`src/bus_release_consts.svh`:
```
// constants for the external bus release arbiter
`ifndef BUS_RELEASE_CONSTS_SVH
`define BUS_RELEASE_CONSTS_SVH

`define ADDR_WIDTH 24
`define DATA_WIDTH 8
`define SYNC_STAGES 2
`define RST_STROBE_N 1'b1
`define RST_GRANT_N 1'b1
`define RST_DRIVE 1'b1
`define RST_CLOCK_OUT 1'b0

`endif

```
`src/bus_release_pkg.sv`:
```
// types for the external bus release arbiter
package bus_release_pkg;

  typedef enum logic [2:0]
  {
    OWN_CPU,
    OWN_DMA,
    EXT_FLOAT,
    EXT_GRANT,
    EXT_RELEASE
  } arb_state_e;

endpackage : bus_release_pkg

```
`src/sampled_pins_if.sv`:
```
// synchronised copies of the pins the external master drives
`timescale 1ns/1ps
`default_nettype none
`include "bus_release_consts.svh"

interface sampled_pins_if;
  logic request_n;
  logic [`ADDR_WIDTH-1:0] addr;
  logic io_strobe_n;
  logic memory_strobe_n;

  modport producer (output request_n, output addr, output io_strobe_n, output memory_strobe_n);
  modport consumer (input request_n, input addr, input io_strobe_n, input memory_strobe_n);
endinterface : sampled_pins_if

`default_nettype wire

```
`src/pin_sampler.sv`:
```
// two-stage synchroniser for the bus request and the external master's pins
`timescale 1ns/1ps
`default_nettype none
`include "bus_release_consts.svh"

module pin_sampler
  import bus_release_pkg::*;
#(
  parameter int ADDR_W = `ADDR_WIDTH
)
(
  input wire logic ref_clk,
  input wire logic srst,
  input wire logic bus_request_n,
  input wire logic [ADDR_W-1:0] addr_in,
  input wire logic io_strobe_n_in,
  input wire logic memory_strobe_n_in,
  sampled_pins_if.producer sampled
);

  localparam int W = ADDR_W + 3;

  logic [W-1:0] stage1_ff;
  logic [W-1:0] stage2_ff;
  logic [W-1:0] nxt_stage1;
  logic [W-1:0] nxt_stage2;

  // ---------------------------------------------------------------
  // synchroniser
  // ---------------------------------------------------------------
  always_comb
  begin
    nxt_stage1 = {bus_request_n, io_strobe_n_in, memory_strobe_n_in, addr_in};
    nxt_stage2 = stage1_ff;
  end

  always_ff @(posedge ref_clk)
  begin
    if (srst)
    begin
      stage1_ff <= {3'h7, {ADDR_W{1'b0}}};
      stage2_ff <= {3'h7, {ADDR_W{1'b0}}};
    end
    else
    begin
      stage1_ff <= nxt_stage1;
      stage2_ff <= nxt_stage2;
    end
  end

  assign sampled.request_n = stage2_ff[W-1];
  assign sampled.io_strobe_n = stage2_ff[W-2];
  assign sampled.memory_strobe_n = stage2_ff[W-3];
  assign sampled.addr = stage2_ff[ADDR_W-1:0];

endmodule : pin_sampler

`default_nettype wire

```
`src/external_bus_release_arbiter.sv`:
```
// bus release arbiter between the cpu, internal dma and an external master
`timescale 1ns/1ps
`default_nettype none
`include "bus_release_consts.svh"

// How it works
// [RULE_01] external master holds bus_request_n low for as long as it needs the bus
// [RULE_02] on a sampled low request, float address, data, control and drive grant low
// [RULE_03] while granted, address and strobes are inputs driven by the external master
// [RULE_04] a dma request is served before a pending external request
// [RULE_05] the system clock is driven out on a dedicated pin
// [RULE_06] on request release, drop grant first, then drive the bus again
module external_bus_release_arbiter
  import bus_release_pkg::*;
#(
  parameter int ADDR_W = `ADDR_WIDTH,
  parameter int DATA_W = `DATA_WIDTH
)
(
  input wire logic ref_clk,
  input wire logic srst,
  // internal side
  input wire logic dma_request,
  input wire logic cpu_bus_idle,
  input wire logic [ADDR_W-1:0] cpu_addr,
  input wire logic [DATA_W-1:0] cpu_data,
  input wire logic cpu_data_drive,
  input wire logic cpu_io_strobe_n,
  input wire logic cpu_memory_strobe_n,
  input wire logic cpu_read_n,
  input wire logic cpu_write_n,
  output logic cpu_hold,
  output logic dma_grant,
  output logic ext_owner,
  output logic [ADDR_W-1:0] ext_addr,
  output logic ext_io_strobe_n,
  output logic ext_memory_strobe_n,
  // pins
  input wire logic bus_request_n,
  output logic bus_grant_n,
  output logic system_clock_out,
  input wire logic [ADDR_W-1:0] addr_in,
  output logic [ADDR_W-1:0] addr_out,
  output logic addr_oe,
  output logic [DATA_W-1:0] data_out,
  output logic data_oe,
  input wire logic io_strobe_n_in,
  output logic io_strobe_n_out,
  input wire logic memory_strobe_n_in,
  output logic memory_strobe_n_out,
  output logic read_n_out,
  output logic write_n_out,
  output logic control_oe
);

  sampled_pins_if sampled ();

  pin_sampler #(
    .ADDR_W(ADDR_W)
  ) u_sampler (
    .ref_clk(ref_clk),
    .srst(srst),
    .bus_request_n(bus_request_n),
    .addr_in(addr_in),
    .io_strobe_n_in(io_strobe_n_in),
    .memory_strobe_n_in(memory_strobe_n_in),
    .sampled(sampled)
  );

  function automatic logic device_drives(input arb_state_e s);
    device_drives = (s == OWN_CPU) || (s == OWN_DMA);
  endfunction : device_drives

  // ---------------------------------------------------------------
  // arbitration state
  // ---------------------------------------------------------------
  arb_state_e state_ff;
  arb_state_e nxt_state;
  logic hold_ff;
  logic nxt_hold;
  logic dma_grant_ff;
  logic nxt_dma_grant;
  logic ext_owner_ff;
  logic nxt_ext_owner;
  logic grant_n_ff;
  logic nxt_grant_n;
  logic drive_ff;
  logic nxt_drive;

  always_comb
  begin
    nxt_state = state_ff;
    case (state_ff)
      OWN_CPU:
      begin
        // [RULE_04] dma ahead of external
        if (dma_request && cpu_bus_idle)
          nxt_state = OWN_DMA;
        // [RULE_02] release on sampled request
        else if (!sampled.request_n && cpu_bus_idle)
          nxt_state = EXT_FLOAT;
      end
      OWN_DMA:
      begin
        if (!dma_request)
          nxt_state = OWN_CPU;
      end
      EXT_FLOAT:
      begin
        nxt_state = EXT_GRANT;
      end
      EXT_GRANT:
      begin
        // [RULE_01] held while request stays low
        if (sampled.request_n)
          nxt_state = EXT_RELEASE;
      end
      EXT_RELEASE:
      begin
        // [RULE_06] grant already high, drive next
        nxt_state = OWN_CPU;
      end
      default:
      begin
        nxt_state = OWN_CPU;
      end
    endcase
    nxt_hold = (nxt_state != OWN_CPU);
    nxt_dma_grant = (nxt_state == OWN_DMA);
    // [RULE_03] master owns pins while granted
    nxt_ext_owner = (nxt_state == EXT_GRANT);
    // [RULE_02] grant low only after float
    nxt_grant_n = (nxt_state != EXT_GRANT);
    // [RULE_06] float until grant is back high
    nxt_drive = device_drives(nxt_state);
  end

  always_ff @(posedge ref_clk)
  begin
    if (srst)
    begin
      state_ff <= OWN_CPU;
      hold_ff <= 1'b0;
      dma_grant_ff <= 1'b0;
      ext_owner_ff <= 1'b0;
      grant_n_ff <= `RST_GRANT_N;
      drive_ff <= `RST_DRIVE;
    end
    else
    begin
      state_ff <= nxt_state;
      hold_ff <= nxt_hold;
      dma_grant_ff <= nxt_dma_grant;
      ext_owner_ff <= nxt_ext_owner;
      grant_n_ff <= nxt_grant_n;
      drive_ff <= nxt_drive;
    end
  end

  // ---------------------------------------------------------------
  // pin drivers and external view
  // ---------------------------------------------------------------
  logic [ADDR_W-1:0] addr_out_ff;
  logic [ADDR_W-1:0] nxt_addr_out;
  logic [DATA_W-1:0] data_out_ff;
  logic [DATA_W-1:0] nxt_data_out;
  logic data_oe_ff;
  logic nxt_data_oe;
  logic [3:0] ctrl_ff;
  logic [3:0] nxt_ctrl;
  logic [ADDR_W-1:0] ext_addr_ff;
  logic [ADDR_W-1:0] nxt_ext_addr;
  logic [1:0] ext_strobe_ff;
  logic [1:0] nxt_ext_strobe;
  logic clock_out_ff;
  logic nxt_clock_out;

  always_comb
  begin
    nxt_addr_out = cpu_addr;
    nxt_data_out = cpu_data;
    nxt_data_oe = nxt_drive && cpu_data_drive;
    nxt_ctrl = {cpu_io_strobe_n, cpu_memory_strobe_n, cpu_read_n, cpu_write_n};
    if (!nxt_drive)
      nxt_ctrl = {4{`RST_STROBE_N}};
    // [RULE_03] capture master address and strobes
    nxt_ext_addr = ext_addr_ff;
    nxt_ext_strobe = {`RST_STROBE_N, `RST_STROBE_N};
    if (state_ff == EXT_GRANT)
    begin
      nxt_ext_addr = sampled.addr;
      nxt_ext_strobe = {sampled.io_strobe_n, sampled.memory_strobe_n};
    end
    // [RULE_05] system clock out, ref_clk / 2
    nxt_clock_out = !clock_out_ff;
  end

  always_ff @(posedge ref_clk)
  begin
    if (srst)
    begin
      addr_out_ff <= {ADDR_W{1'b0}};
      data_out_ff <= {DATA_W{1'b0}};
      data_oe_ff <= 1'b0;
      ctrl_ff <= {4{`RST_STROBE_N}};
      ext_addr_ff <= {ADDR_W{1'b0}};
      ext_strobe_ff <= {`RST_STROBE_N, `RST_STROBE_N};
      clock_out_ff <= `RST_CLOCK_OUT;
    end
    else
    begin
      addr_out_ff <= nxt_addr_out;
      data_out_ff <= nxt_data_out;
      data_oe_ff <= nxt_data_oe;
      ctrl_ff <= nxt_ctrl;
      ext_addr_ff <= nxt_ext_addr;
      ext_strobe_ff <= nxt_ext_strobe;
      clock_out_ff <= nxt_clock_out;
    end
  end

  assign cpu_hold = hold_ff;
  assign dma_grant = dma_grant_ff;
  assign ext_owner = ext_owner_ff;
  assign bus_grant_n = grant_n_ff;
  assign addr_out = addr_out_ff;
  assign addr_oe = drive_ff;
  assign data_out = data_out_ff;
  assign data_oe = data_oe_ff;
  assign io_strobe_n_out = ctrl_ff[3];
  assign memory_strobe_n_out = ctrl_ff[2];
  assign read_n_out = ctrl_ff[1];
  assign write_n_out = ctrl_ff[0];
  assign control_oe = drive_ff;
  assign ext_addr = ext_addr_ff;
  assign ext_io_strobe_n = ext_strobe_ff[1];
  assign ext_memory_strobe_n = ext_strobe_ff[0];
  assign system_clock_out = clock_out_ff;

endmodule : external_bus_release_arbiter

`default_nettype wire

```
`config.mk`:
```
export PLATFORM = sky130hd
export DESIGN_NAME = external_bus_release_arbiter
export DESIGN_NICKNAME = d
export VERILOG_FILES = /design/src/bus_release_pkg.sv /design/src/sampled_pins_if.sv /design/src/pin_sampler.sv /design/src/external_bus_release_arbiter.sv
export VERILOG_INCLUDE_DIRS = /design/src
export SDC_FILE = /design/constraint.sdc
export NUM_CORES = 1
export LEC_CHECK = 0
export ABC_CLOCK_PERIOD_IN_PS = 1700
export BUFFER_PORTS_ARGS = -buffer_cell sky130_fd_sc_hd__clkbuf_2
export CAP_MARGIN = 10
export CORE_MARGIN = 4
export CORE_UTILIZATION = 35
export DETAILED_ROUTE_END_ITERATION = 10
export GPL_ROUTABILITY_DRIVEN = 0
export HOLD_SLACK_MARGIN = 0.1
export SYNTH_ARGS = -nofsm -noshare
export SYNTH_HDL_FRONTEND = slang
export SYNTH_HIERARCHICAL = 1
export SYNTH_SLANG_ARGS = --single-unit
```
`constraint.sdc`:
```
create_clock -name ref_clk -period 1.7 [get_ports ref_clk]
set_input_delay 0.255 -clock ref_clk [delete_from_list [all_inputs] [get_ports ref_clk]]
set_output_delay 0.255 -clock ref_clk [all_outputs]
set_load 0.05 [all_outputs]
```
== After elaboration in Yosys (flattened, before gate mapping) ==
Index checks and enable logic that the tools add are counted.

* Flip-flop bits (word level): 126
* Bits of input ports: 68
* Output and inout port bits: 70
* Word-level logic and storage cells: 39

* Eq/ne operators: 6
* Multiplexer cells: 5
* Bitwise logic cells: 2
* Reductions and logical operators: 11

{| class="wikitable"
|+ Operators with widths
! operator !! number
|-
| 2-to-1 mux 3 bit || 4
|-
| one-hot mux 3 bit (4 select lines) || 1
|-
| equality test 3 x 2 -> 1 bit, second input constant || 3
|-
| equality test 3 x 1 -> 1 bit, second input constant || 2
|-
| zero test 3 bit || 2
|-
| OR reduction 2 bit || 2
|-
| logical AND 1 bit || 3
|-
| != test 3 x 2 -> 1 bit, second input constant || 1
|-
| nonzero test 3 bit || 1
|-
| zero test 1 bit || 2
|-
| inverter 1 bit || 2
|-
| logical OR 1 bit || 1
|}

== Depth between registers and ports, before layout ==
Gate-level depths: netlist (run 1).

* Depth after elaboration: 9
* Gate-level depth with buffers: 6
* Depth with buffers taken out: 3

== Hierarchy ==
The synthesis (run 1) kept the hierarchy.

{| class="wikitable"
|+ By module, submodules not included
! module !! instances !! cells each !! area each (um2) !! seq. area each (um2)
|-
| external_bus_release_arbiter || 1 || 221 || 2205.9 || 1441.4
|-
| pin_sampler || 1 || 113 || 1453.9 || 1081.0
|}

== Worst setup path before layout (run 1) ==
No wires, ideal clock.

* Path kind: reg-to-reg
* Start: register state_ff[0]
* End: register data_oe_ff (netlist: data_oe)
* Library setup time: 131 ps
* Arrival: 1112 ps
* Data required time: 1569 ps
* Path slack: 457 ps
* Stages on the path, launching flop included: 5
* Path buffers: 1
* Period minus slack after synthesis: 1243 ps
* Cells stage by stage: dfxtp_1 > buf_6 > or4b_4 > a21oi_1 > nor3b_1

* Longest elaborated chain between the ends: 6
* Elaborated cells on any way between the ends: 13
* Those cells by class: eq/ne: 4; mux: 5; reduce/logical: 4

{| class="wikitable"
|+ Ends and longest elaborated chain
! item !! RTL line !! source
|-
| start, declared || external_bus_release_arbiter.sv:77 || <nowiki>arb_state_e state_ff;</nowiki>
|-
| start signal, assigned || external_bus_release_arbiter.sv:151 || <nowiki>state_ff <= nxt_state;</nowiki>
|-
| 2-to-1 mux 3 bit || external_bus_release_arbiter.sv:100 || <nowiki>else if (!sampled.request_n && cpu_bus_idle)</nowiki>
|-
| 2-to-1 mux 3 bit || external_bus_release_arbiter.sv:97 || <nowiki>if (dma_request && cpu_bus_idle)</nowiki>
|-
| one-hot mux 3 bit (4 select lines) (*) || external_bus_release_arbiter.sv:93 || <nowiki>case (state_ff)</nowiki>
|-
| equality test 3 x 1 -> 1 bit / zero test 3 bit (equally long branches) || external_bus_release_arbiter.sv:71 || <nowiki>device_drives = (s == OWN_CPU) || (s == OWN_DMA);</nowiki>
|-
| logical OR 1 bit (*) || external_bus_release_arbiter.sv:71 ||
|-
| logical AND 1 bit (*) || external_bus_release_arbiter.sv:182 || <nowiki>nxt_data_oe = nxt_drive && cpu_data_drive;</nowiki>
|-
| end signal, assigned || external_bus_release_arbiter.sv:214 || <nowiki>data_oe_ff <= nxt_data_oe;</nowiki>
|-
| end, declared || external_bus_release_arbiter.sv:167 || <nowiki>logic data_oe_ff;</nowiki>
|}

Every way passes the cells marked *; elsewhere a longest branch is shown, timed or not.
A chain may end at the register's enable or synchronous reset.

== Final worst setup path (run 1) ==
* Start: register ext_addr_ff[3] (netlist: ext_addr[3])
* End: output port ext_addr[3]

{| class="wikitable"
|+ RTL lines
! item !! RTL line !! source
|-
| start, declared || external_bus_release_arbiter.sv:171 || <nowiki>logic [ADDR_W-1:0] ext_addr_ff;</nowiki>
|-
| start signal, assigned || external_bus_release_arbiter.sv:206 || <nowiki>ext_addr_ff <= {ADDR_W{1'b0}};</nowiki>
|-
| start signal, assigned || external_bus_release_arbiter.sv:216 || <nowiki>ext_addr_ff <= nxt_ext_addr;</nowiki>
|-
| end, declared || external_bus_release_arbiter.sv:35 || <nowiki>output logic [ADDR_W-1:0] ext_addr,</nowiki>
|}

No word-level cell between the ends.

==> run summary, run 1 <==
Die height = 110 µm
Leak = 0.00250 µW
Antenna fix cells = 0
Worst Hold Class = in -> reg
Setup CP Type = reg -> out
Cell area after layout = 5700 µm²
CP Launch Type = flip-flop
Drt pass-1 iters = 4
Setup TNS = 0 ps
Max Slew Vio Count = 0
Sink Count = 126
DRT Wirelength = 8.22 mm
Post-layout nets = 609
CP Capture Type = output port
Worst EP required = 1440 ps
Max clock buf depth = 2
Sequential area share after synthesis = 0.689
Min-Delay Endpoint = cpu_hold
Critical path, cell by cell = clkbuf_2
Ratio of cells with drive above 1 in the final layout = 0.318
Post-DR wirelength/cell = 11.9 µm
Drt first-iter violations = 166
First-pass GRT wire length = 12.6 mm
Status = finished clean
Transition time at the pin with the least slew margin = 516 ps
Synth Register Bits = 126
Largest net degree at the start of global routing = 56
Initial antenna violation count = 0
Period minus WS final = 1410 ps
Final setup fails = 0
Placed cell count = 593
Initial Util = 0.358
Post-route ant nets = 0
Max Cap Viol = 0
Final Power = 7050 µW
DIE AREA = 12,200 µm²
TritonCTS clock tree = done
PortBufs = 137
Max-slew headroom = 0.656
Worst R2R Path Depth = 3
Synthesized instance count = 334
DRC viols = 0
Vias in the first global route = 2,742
Worst EP arrival = 1160 ps
Reg2reg setup slack = 420 ps
GRT Util Overall = 0.138
Max Freq = 709 MHz
Reg-to-Reg Start = state_ff[0]
CTS HTree Levels = 4
Unrepaired setup endpoints after global routing = false
Placed cell area = 4470 µm²
Bufs and invs on worst path = 1
Period utilization = 0.830
FF-to-FF End = data_oe
Max VDD drop = 0.000508 V
Area growth syn-to-layout = 55.7%
Setup repair bufs after CTS = 0
P per Cell Area = 1240 nW/µm²
WHS Path Cells = 3
Clock skew = 5.71 ps
Via density = 4.08
Detailed Place HPWL = 5.24 mm
Worst min-delay path startpoint = cpu_bus_idle
Die W = 110 µm
Synth warnings = 6
Root Driver = clkbuf_8
I/O Pins = 138
Finished Layout Cells = 690
Largest stage delay on the critical path = 360 ps
Post-synthesis cell area = 3660 µm²
Slowest CP cell = dfxtp_1
Clk_lat worst skew = 500 ps
Crit path max-delay family = flip-flops
Cell variety after synth = 27
Core Region = 10,200 µm²
Max FO, Critical Path = 2
Hold Violations, Final = 0
Vias = 2,813
CTS Buf Count = 17
Row count = 37
Syn nets = 402
Worst-path clk slew = 60 ps
Grt total ovfl = 0
Avg Synthesized Cell Area = 11.0 µm²
flip-flops by register name (all words and copies together), names as in the netlist:
name / count
bus_grant_n: 1
u_sampler/stage2_ff: 27
addr_oe: 1
ctrl_ff: 4
u_sampler/nxt_stage2: 27
system_clock_out: 1
data_oe: 1
dma_grant: 1
state_ff: 3
data_out: 8
addr_out: 24
cpu_hold: 1
ext_owner: 1
ext_addr: 24
ext_strobe_ff: 2
through the flow:
stage	hold slack, ps	utilization	setup slack [ps]
global placement	394	0.437	455
floorplan	327	-	457
finish	169	0.557	290
global route	146	0.557	221
CTS	141	0.557	243
detailed placement	387	0.437	420
cell type report:
type	instances	area (µm²)
repair buffers	207	1390
flip-flops and latches	126	2520
fillers	889	4530
well taps	136	170
multi-input cells	188	1030
inverters	1	3.75
clock inverters	8	80.1
clock buffers	24	500
synthesized netlist by cell type, drive strengths merged:
cell type | instances | share of area
nor2 | 5 | 0.0051
nor2b | 78 | 0.13
a21oi | 27 | 0.038
o22ai | 1 | 0.0017
and3b | 1 | 0.0024
clkbuf | 6 | 0.0062
and2b | 3 | 0.0062
or4b | 1 | 0.0038
buf | 13 | 0.022
nand2 | 49 | 0.050
inv | 1 | 0.0010
a21boi | 1 | 0.0021
o21ai | 2 | 0.0027
nor4b | 1 | 0.0024
nor4 | 1 | 0.0017
dfxtp | 126 | 0.69
and2 | 1 | 0.0017
nor3b | 2 | 0.0041
o21a | 2 | 0.0041
or2 | 10 | 0.017
or3 | 2 | 0.0034
nand3b | 1 | 0.0021
timing repair:
action,in CTS,in global routing
gates resized for setup,0,0
setup endpoints to repair,0,0
hold buffers,65,0
endpoints found under the hold margin,66,0
power by group:
part	switching, µW	leakage, µW	internal (µW)
registers	32.1	0.00104	3070
clock network	1200	0.000279	2170
logic	325	0.00119	252
metal layers:
layer / track usage / vias up / share of wire
met4: 0.0686 / 0 / 0.017
met1: 0.149 / 1244 / 0.40
met3: 0.0513 / 13 / 0.076
met2: 0.237 / 94 / 0.51
li1: - / 1462 / -
met5: 0 / - / 0
layout by cell type (no fill, tap or decap), types with 3 or more instances in the layout:
| cell type | n |
|---|---|
| clkbuf_16 | 16 |
| dlygate4sd3_1 | 65 |
| clkinvlp_4 | 3 |
| clkbuf_2 | 136 |
| and2b_1 | 3 |
| dfxtp_1 | 126 |
| nor2b_1 | 78 |
| or2_1 | 9 |
| a21oi_1 | 26 |
| buf_4 | 5 |
| nand2_1 | 49 |
| clkbuf_8 | 7 |
| nor2_1 | 5 |
worst register-to-register path, delay by kind of cell (launching register included):
kind             cells  cell delay (ps)
AND/OR/NAND/NOR      2              610
flip-flops           1              370
AO/OA/AOI/OAI        1              170
cells by family after synthesis:
kind of cell | synth area share
AND/OR/NAND/NOR | 0.234
flip-flops | 0.689
AO/OA/AOI/OAI | 0.0485
buffers and inverters | 0.0287
worst max path at each step:
stage	end	slack (ps)	start	cells after the start
global route	control_oe	220	addr_oe	1
detailed placement	ctrl_ff[0]	420	state_ff[0]	3
global placement	data_oe	460	state_ff[0]	3
finish	ext_addr[3]	290	ext_addr[3]	1
floorplan	data_oe	460	state_ff[0]	4
CTS	ext_addr[3]	240	ext_addr[3]	1
Power figures use the tool's default switching activity.
==> run 2: changes to the inputs <==
Settings changed: ABC_AREA set to 1, ABC_CLOCK_PERIOD_IN_PS 1700 to 1350.
Clock period 1.7 ns to 1.35 ns, I/O delays scaled along.
==> run 2 against run 1 <==
- combinational power up 64%
- sequential power is 27% higher
- via count grew 12%
- synthesized area rose by 3.5%
- critical endpoint is now dma_grant
- register-to-register slack worse by 350 ps
- clock-buffer cell count down 2
- critical path type is now in -> reg
- worst hold slack better by 230 ps
- highest routed layer unchanged
- largest cell class unchanged
- synthesized cell count increased by 29%
==> run summary, run 2 <==
Post-layout nets = 713 (+17%)
EDFF count, synth = 0 (unchanged)
Most frequent cells after synthesis = 136 x nor2_1, 126 x dfxtp_1, 96 x inv_1, 24 x o21ai_0, 17 x nand2_1
Post-synthesis cell area = 3790 µm² (+3.5%)
Largest stage delay on the critical path = 550 ps (+190 ps)
Most common cell in the synthesized netlist = nor2_1
GRT Util Overall = 0.150 (+0.0124)
Root Driver = clkbuf_8
First-pass GRT wire length = 14.9 mm (+18%)
Top-area cell type share of the netlist area = 0.666 (-0.0232)
Setup repair bufs after CTS = 0 (unchanged)
Unrepaired setup endpoints after global routing = true
Reg2reg setup slack = 70 ps (-350 ps)
DRC viols = 0 (unchanged)
Slowest CP cell = dlygate4sd3_1
Min-Delay Endpoint = u_sampler/stage2_ff[10]
Area leader, netlist = dfxtp_1
WHS Path Cells = 2 (-1)
Initial Util = 0.364 (+0.00589)
Final setup fails = 0 (unchanged)
Period utilization = 0.981
TritonCTS clock tree = done
DIE AREA = 12,500 µm² (+3.2%)
Synthesized instance count = 431 (+29%)
Status = finished clean
Clk_lat worst skew = 510 ps (about the same)
Core Region = 10,400 µm² (+1.8%)
Most common cell after layout, fill and taps aside = nor2_1
Synth Register Bits = 126 (unchanged)
Antenna fix cells = 0 (unchanged)
Final Power = 9100 µW (+29%)
Critical path, cell by cell = dlygate4sd3_1 -> clkbuf_2 -> o211ai_1 -> nor2_1 -> dlygate4sd3_1
Max Freq = 755 MHz
CTS Buf Count = 17 (unchanged)
Max FO, Critical Path = 3 (+1)
Detailed Place HPWL = 5.79 mm (+11%)
Fin util = 0.568 (+0.0111)
FF-to-FF End = dma_grant
# fillers = 925 (+4.0%)
Crit path max-delay family = buffers and inverters
I/O Pins = 138 (unchanged)
Die height = 112 µm (+1.6%)
Most frequent cells in the layout = 136 x nor2_1, 124 x dfxtp_1, 98 x clkbuf_2, 96 x inv_1, 68 x dlygate4sd3_1
Worst EP arrival = 1720 ps (+560 ps)
DRT Wirelength = 8.95 mm (+8.8%)
P per Cell Area = 1540 nW/µm² (+24%)
Placed cell count = 694 (+17%)
Post-DR wirelength/cell = 11.3 µm (-5.2%)
Worst R2R Path Depth = 3 (unchanged)
Area growth syn-to-layout = 56.2%
PortBufs = 137 (unchanged)
Initial antenna violation count = 0 (unchanged)
Largest net degree at the start of global routing = 56 (unchanged)
Leak = 0.00304 µW (+21%)
Most frequent cell on the critical path = dlygate4sd3_1
Transition time at the pin with the least slew margin = 303 ps (-213 ps)
Synth warnings = 6 (unchanged)
Drt pass-1 iters = 4 (unchanged)
Bufs and invs on worst path = 3 (+2)
Reg-to-Reg Start = state_ff[0]
Post-route ant nets = 0 (unchanged)
CP Launch Type = primary input
Die W = 112 µm (+1.6%)
Max Cap Viol = 0 (unchanged)
Sequential area share after synthesis = 0.666 (-0.0232)
Top post-synthesis cells by area = dfxtp_1 67%, nor2_1 13%, inv_1 9.5%
Period minus WS final = 1320 ps
Clock skew = 5.38 ps (-0.330 ps)
Drt first-iter violations = 127 (-23%)
Vias in the first global route = 3,196 (+17%)
Syn nets = 499 (+24%)
Setup CP Type = in -> reg
Most used DFF post-synth = dfxtp_1
CP startpoint = cpu_bus_idle
Worst min-delay path startpoint = u_sampler/nxt_stage2[10]
Place WS = 117 ps (-304 ps)
Vias = 3,143 (+12%)
Cell variety after synth = 19 (-30%)
CP Capture Type = flip-flop
CTS HTree Levels = 4 (unchanged)
Worst Hold Class = reg -> reg
Sink Count = 126 (unchanged)
Worst EP required = 1740 ps (+300 ps)
Max VDD drop = 0.000700 V (+38%)
Finished Layout Cells = 792 (+15%)
Avg Synthesized Cell Area = 8.79 µm² (-20%)
Row count = 37 (unchanged)
Via density = 3.97 (-2.7%)
Ratio of cells with drive above 1 in the final layout = 0.273 (-0.0448)
Hold Violations, Final = 0 (unchanged)
Grt total ovfl = 0 (unchanged)
Final worst slack = 26.2 ps (-264 ps)
Worst-path clk slew = 50 ps (about the same)
Max clock buf depth = 2 (unchanged)
Asr flop ratio synth = 0 (unchanged)
Max Slew Vio Count = 0 (unchanged)
Max-slew headroom = 0.799 (+0.143)
## run 2: worst max path at each step
stage	end	slack [ps]	depth (start not counted)
after CTS	ext_addr[8]	2	1
after floorplan	control_oe	250	1
after global routing	dma_grant	-2	5
final	dma_grant	30	5
after detailed placement	ext_addr[6]	120	5
after global placement	ext_addr[23]	160	5
## run 2: where the power goes
group / total (µW) / switching [µW] / internal [µW]
Clock: 4210 / 1480 / 2730
Sequential: 3940 / 50.2 / 3890
Combinational: 945 / 585 / 361
## run 2: metal layers
layer,share of wire,wire [µm],vias up,track usage
met5,0,0,-,0
met4,0.041,369,0,0.0817
met3,0.052,469,35,0.0609
met2,0.53,4770,86,0.266
met1,0.37,3330,1356,0.151
li1,-,-,1666,-
## run 2: worst register-to-register path, stage by stage (launching register included)
cell	delay, ps
dfxtp_2	340
o211ai_1	220
nor2_1	60
dlygate4sd3_1	540
## run 2: cell type report
type	instances	area, µm²	share of cell area
tap	136	170	0.0288
multi-input combinational	189	782	0.132
inverter	99	374	0.0632
timing repair buffer	212	1510	0.256
sequential	126	2520	0.427
clock buffer	22	463	0.0782
clock inverter	8	90.1	0.0152
## run 2: what timing repair did
item	4_1_cts	5_1_grt
endpoints found under the setup margin	17	43
pin swaps	0	1
endpoints found under the hold margin	71	0
resized for setup	18	38
hold buffers	68	0
## run 2: per-stage QoR
| stage | instance area (µm²) | hold WS, ps | TNS [ps] |
|---|---|---|---|
| global placement | 4610 | 372 | 0 |
| floorplan | 3790 | 287 | 0 |
| global route | 5920 | 405 | -1.77 |
| detailed placement | 4610 | 384 | 0 |
| CTS | 5890 | 383 | 0 |
| finish | 5920 | 396 | 0 |
## run 2: logic make-up (layout without fill, tap and decap cells)
logic type	Yosys count	after routing	synth area share
buffers and inverters	116	341	0.128
DFF	126	126	0.666
AOI/OAI and AO/OA	26	26	0.0350
and+or+nand+nor	163	163	0.171
==> run 3: changes to the inputs <==
Settings changed: CORE_MARGIN 4 to 3, PLACE_DENSITY set to 0.62.
==> run 3 against run 2 <==
- critical endpoint is now ext_addr[20]
- utilization rose by 0.67 points
- die area fell by 3.5%
- non-clock buffer count rose by 1
- final cell count rose by 0.38%
- critical path type is now reg -> out
- clock-buffer cell count did not move
- first-iteration DRC count fell by 32%
==> run summary, run 3 (synthesized netlist as in run 2, its figures left out) <==
Status = finished clean
Drt pass-1 iters = 4 (unchanged)
Int Pwr = 7390 µW (+5.9%)
Reg-to-Reg Start = state_ff[0]
Final Power = 9570 µW (+5.2%)
Die height = 110 µm (-1.8%)
Detailed Place HPWL = 5.50 mm (-5.0%)
DIE AREA = 12,100 µm² (-3.5%)
Sw Ratio = 0.228 (-0.00524)
Post-DR wirelength/cell = 10.8 µm (-4.6%)
Row count = 37 (unchanged)
Die W = 110 µm (-1.8%)
Final setup fails = 0 (unchanged)
Max FO, Critical Path = 2 (-1)
Max-slew headroom = 0.800 (about the same)
DRC viols = 0 (unchanged)
Vias = 3,144 (+0.032%)
Critical path, cell by cell = clkbuf_4
Comb power frac = 0.098 (-0.006)
I/O Pins = 138 (unchanged)
Largest net degree at the start of global routing = 44 (-21%)
Bufs and invs on worst path = 1 (-2)
Sw Pwr = 2180 µW (+2.8%)
Cell area after layout = 5990 µm² (+1.2%)
Ratio of cells with drive above 1 in the final layout = 0.272 (-0.00124)
Max Slew Vio Count = 0 (unchanged)
Most common cell after layout, fill and taps aside = nor2_1
Footprint of the multi-input gates = 785 µm² (+0.32%)
Period minus WS final = 1320 ps (-1.78 ps)
CTS HTree Levels = 4 (unchanged)
Setup repair bufs after CTS = 0 (unchanged)
Drt first-iter violations = 86 (-32%)
Worst EP required = 1150 ps (-590 ps)
Crit path max-delay family = flip-flops
CP Capture Type = output port
Hold Violations, Final = 0 (unchanged)
Max clock buf depth = 2 (unchanged)
PortBufs = 137 (unchanged)
Transition time at the pin with the least slew margin = 302 ps (-0.798 ps)
Root Driver = clkbuf_8
Area growth syn-to-layout = 58.1%
Post-route ant nets = 0 (unchanged)
Leak = 0.00307 µW (+1.1%)
Vias in the first global route = 2,913 (-8.9%)
Setup TNS = 0 ps (unchanged)
Setup CP Type = reg -> out
Core Region = 10,400 µm² (unchanged)
CP Launch Type = flip-flop
Largest stage delay on the critical path = 370 ps (-180 ps)
Worst EP arrival = 1120 ps (-600 ps)
Antenna fix cells = 0 (unchanged)
Initial Util = 0.364 (unchanged)
Clk_lat worst skew = 510 ps (about the same)
Worst-path clk slew = 60 ps (about the same)
Placed cell area = 4600 µm² (-0.27%)
Most frequent cells in the layout = 135 x nor2_1, 125 x dfxtp_1, 103 x clkbuf_2, 96 x inv_1, 71 x dlygate4sd3_1
Worst Hold Class = reg -> reg
CP startpoint = ext_addr[20]
Initial antenna violation count = 0 (unchanged)
TritonCTS clock tree = done
Worst min-delay path startpoint = u_sampler/nxt_stage2[13]
Via density = 3.95 (-0.35%)
Max Cap Viol = 0 (unchanged)
Post-layout nets = 714 (+0.14%)
Share of power burned in registers = 0.412 (-0.021)
Fin util = 0.575 (+0.00673)
# fillers = 924 (-0.11%)
Max Freq = 756 MHz (+0.13%)
Clock skew = 8.03 ps (+2.65 ps)
Register Area = 2520 µm² (about the same)
Period utilization = 0.979 (-0.00132)
Fin Hold WS = 398 ps (+2.00 ps)
Grt total ovfl = 0 (unchanged)
DRT Wirelength = 8.57 mm (-4.2%)
GRT Util Overall = 0.143 (-0.00771)
CTS Buf Count = 17 (unchanged)
First-pass GRT wire length = 13.1 mm (-12%)
Clock power frac = 0.490 (+0.027)
Max VDD drop = 0.000789 V (+13%)
Sink Count = 126 (unchanged)
Slowest CP cell = dfxtp_1
P per Cell Area = 1600 nW/µm² (+3.9%)
Unrepaired setup endpoints after global routing = false
-- run 3: final timing paths --
| path | endpoint | cells after the start | slack [ps] |
|---|---|---|---|
| max | ext_addr[20] | 1 | 30 |
| min | u_sampler/stage2_ff[13] | 2 | 400 |
| max reg2reg | dma_grant | 3 | 60 |
| min reg2reg | u_sampler/stage2_ff[13] | 2 | 400 |
-- run 3: timing repair --
item                                    4_1_cts  5_1_grt
resized for setup                            14       29
pin swaps                                     0        1
endpoints found under the setup margin       14       43
hold buffers                                 71        0
endpoints found under the hold margin        74        0
-- run 3: cell type report --
class,instances,share of cell area
Clock buffer,22,0.0773
Clock inverter,10,0.0268
Inverter,99,0.0625
Multi-Input combinational cell,189,0.131
Sequential cell,126,0.422
Tap cell,136,0.0284
Timing Repair Buffer,213,0.252
-- run 3: layer usage --
metal | track usage | vias up | wire length (µm)
met1 | 0.154 | 1371 | 3280
met3 | 0.0437 | 24 | 452
met4 | 0.0917 | 0 | 251
met2 | 0.242 | 85 | 4590
met5 | 0 | - | 0
li1 | - | 1664 | -
-- run 3: stage by stage --
step	worst slack, ps	std cells
6_report	28.0	795
5_1_grt	0.767	795
4_1_cts	0.959	795
3_5_place_dp	88.7	692
3_3_place_gp	145	692
2_1_floorplan	253	431
-- run 3: power by group through the flow --
stage	clock network [µW]	logic, µW	registers (µW)
after detailed placement	0	768	4020
after CTS	4790	937	3940
after floorplan	0	227	4320
after global routing	4940	1020	3960
final	4680	940	3940
after global placement	0	757	4020
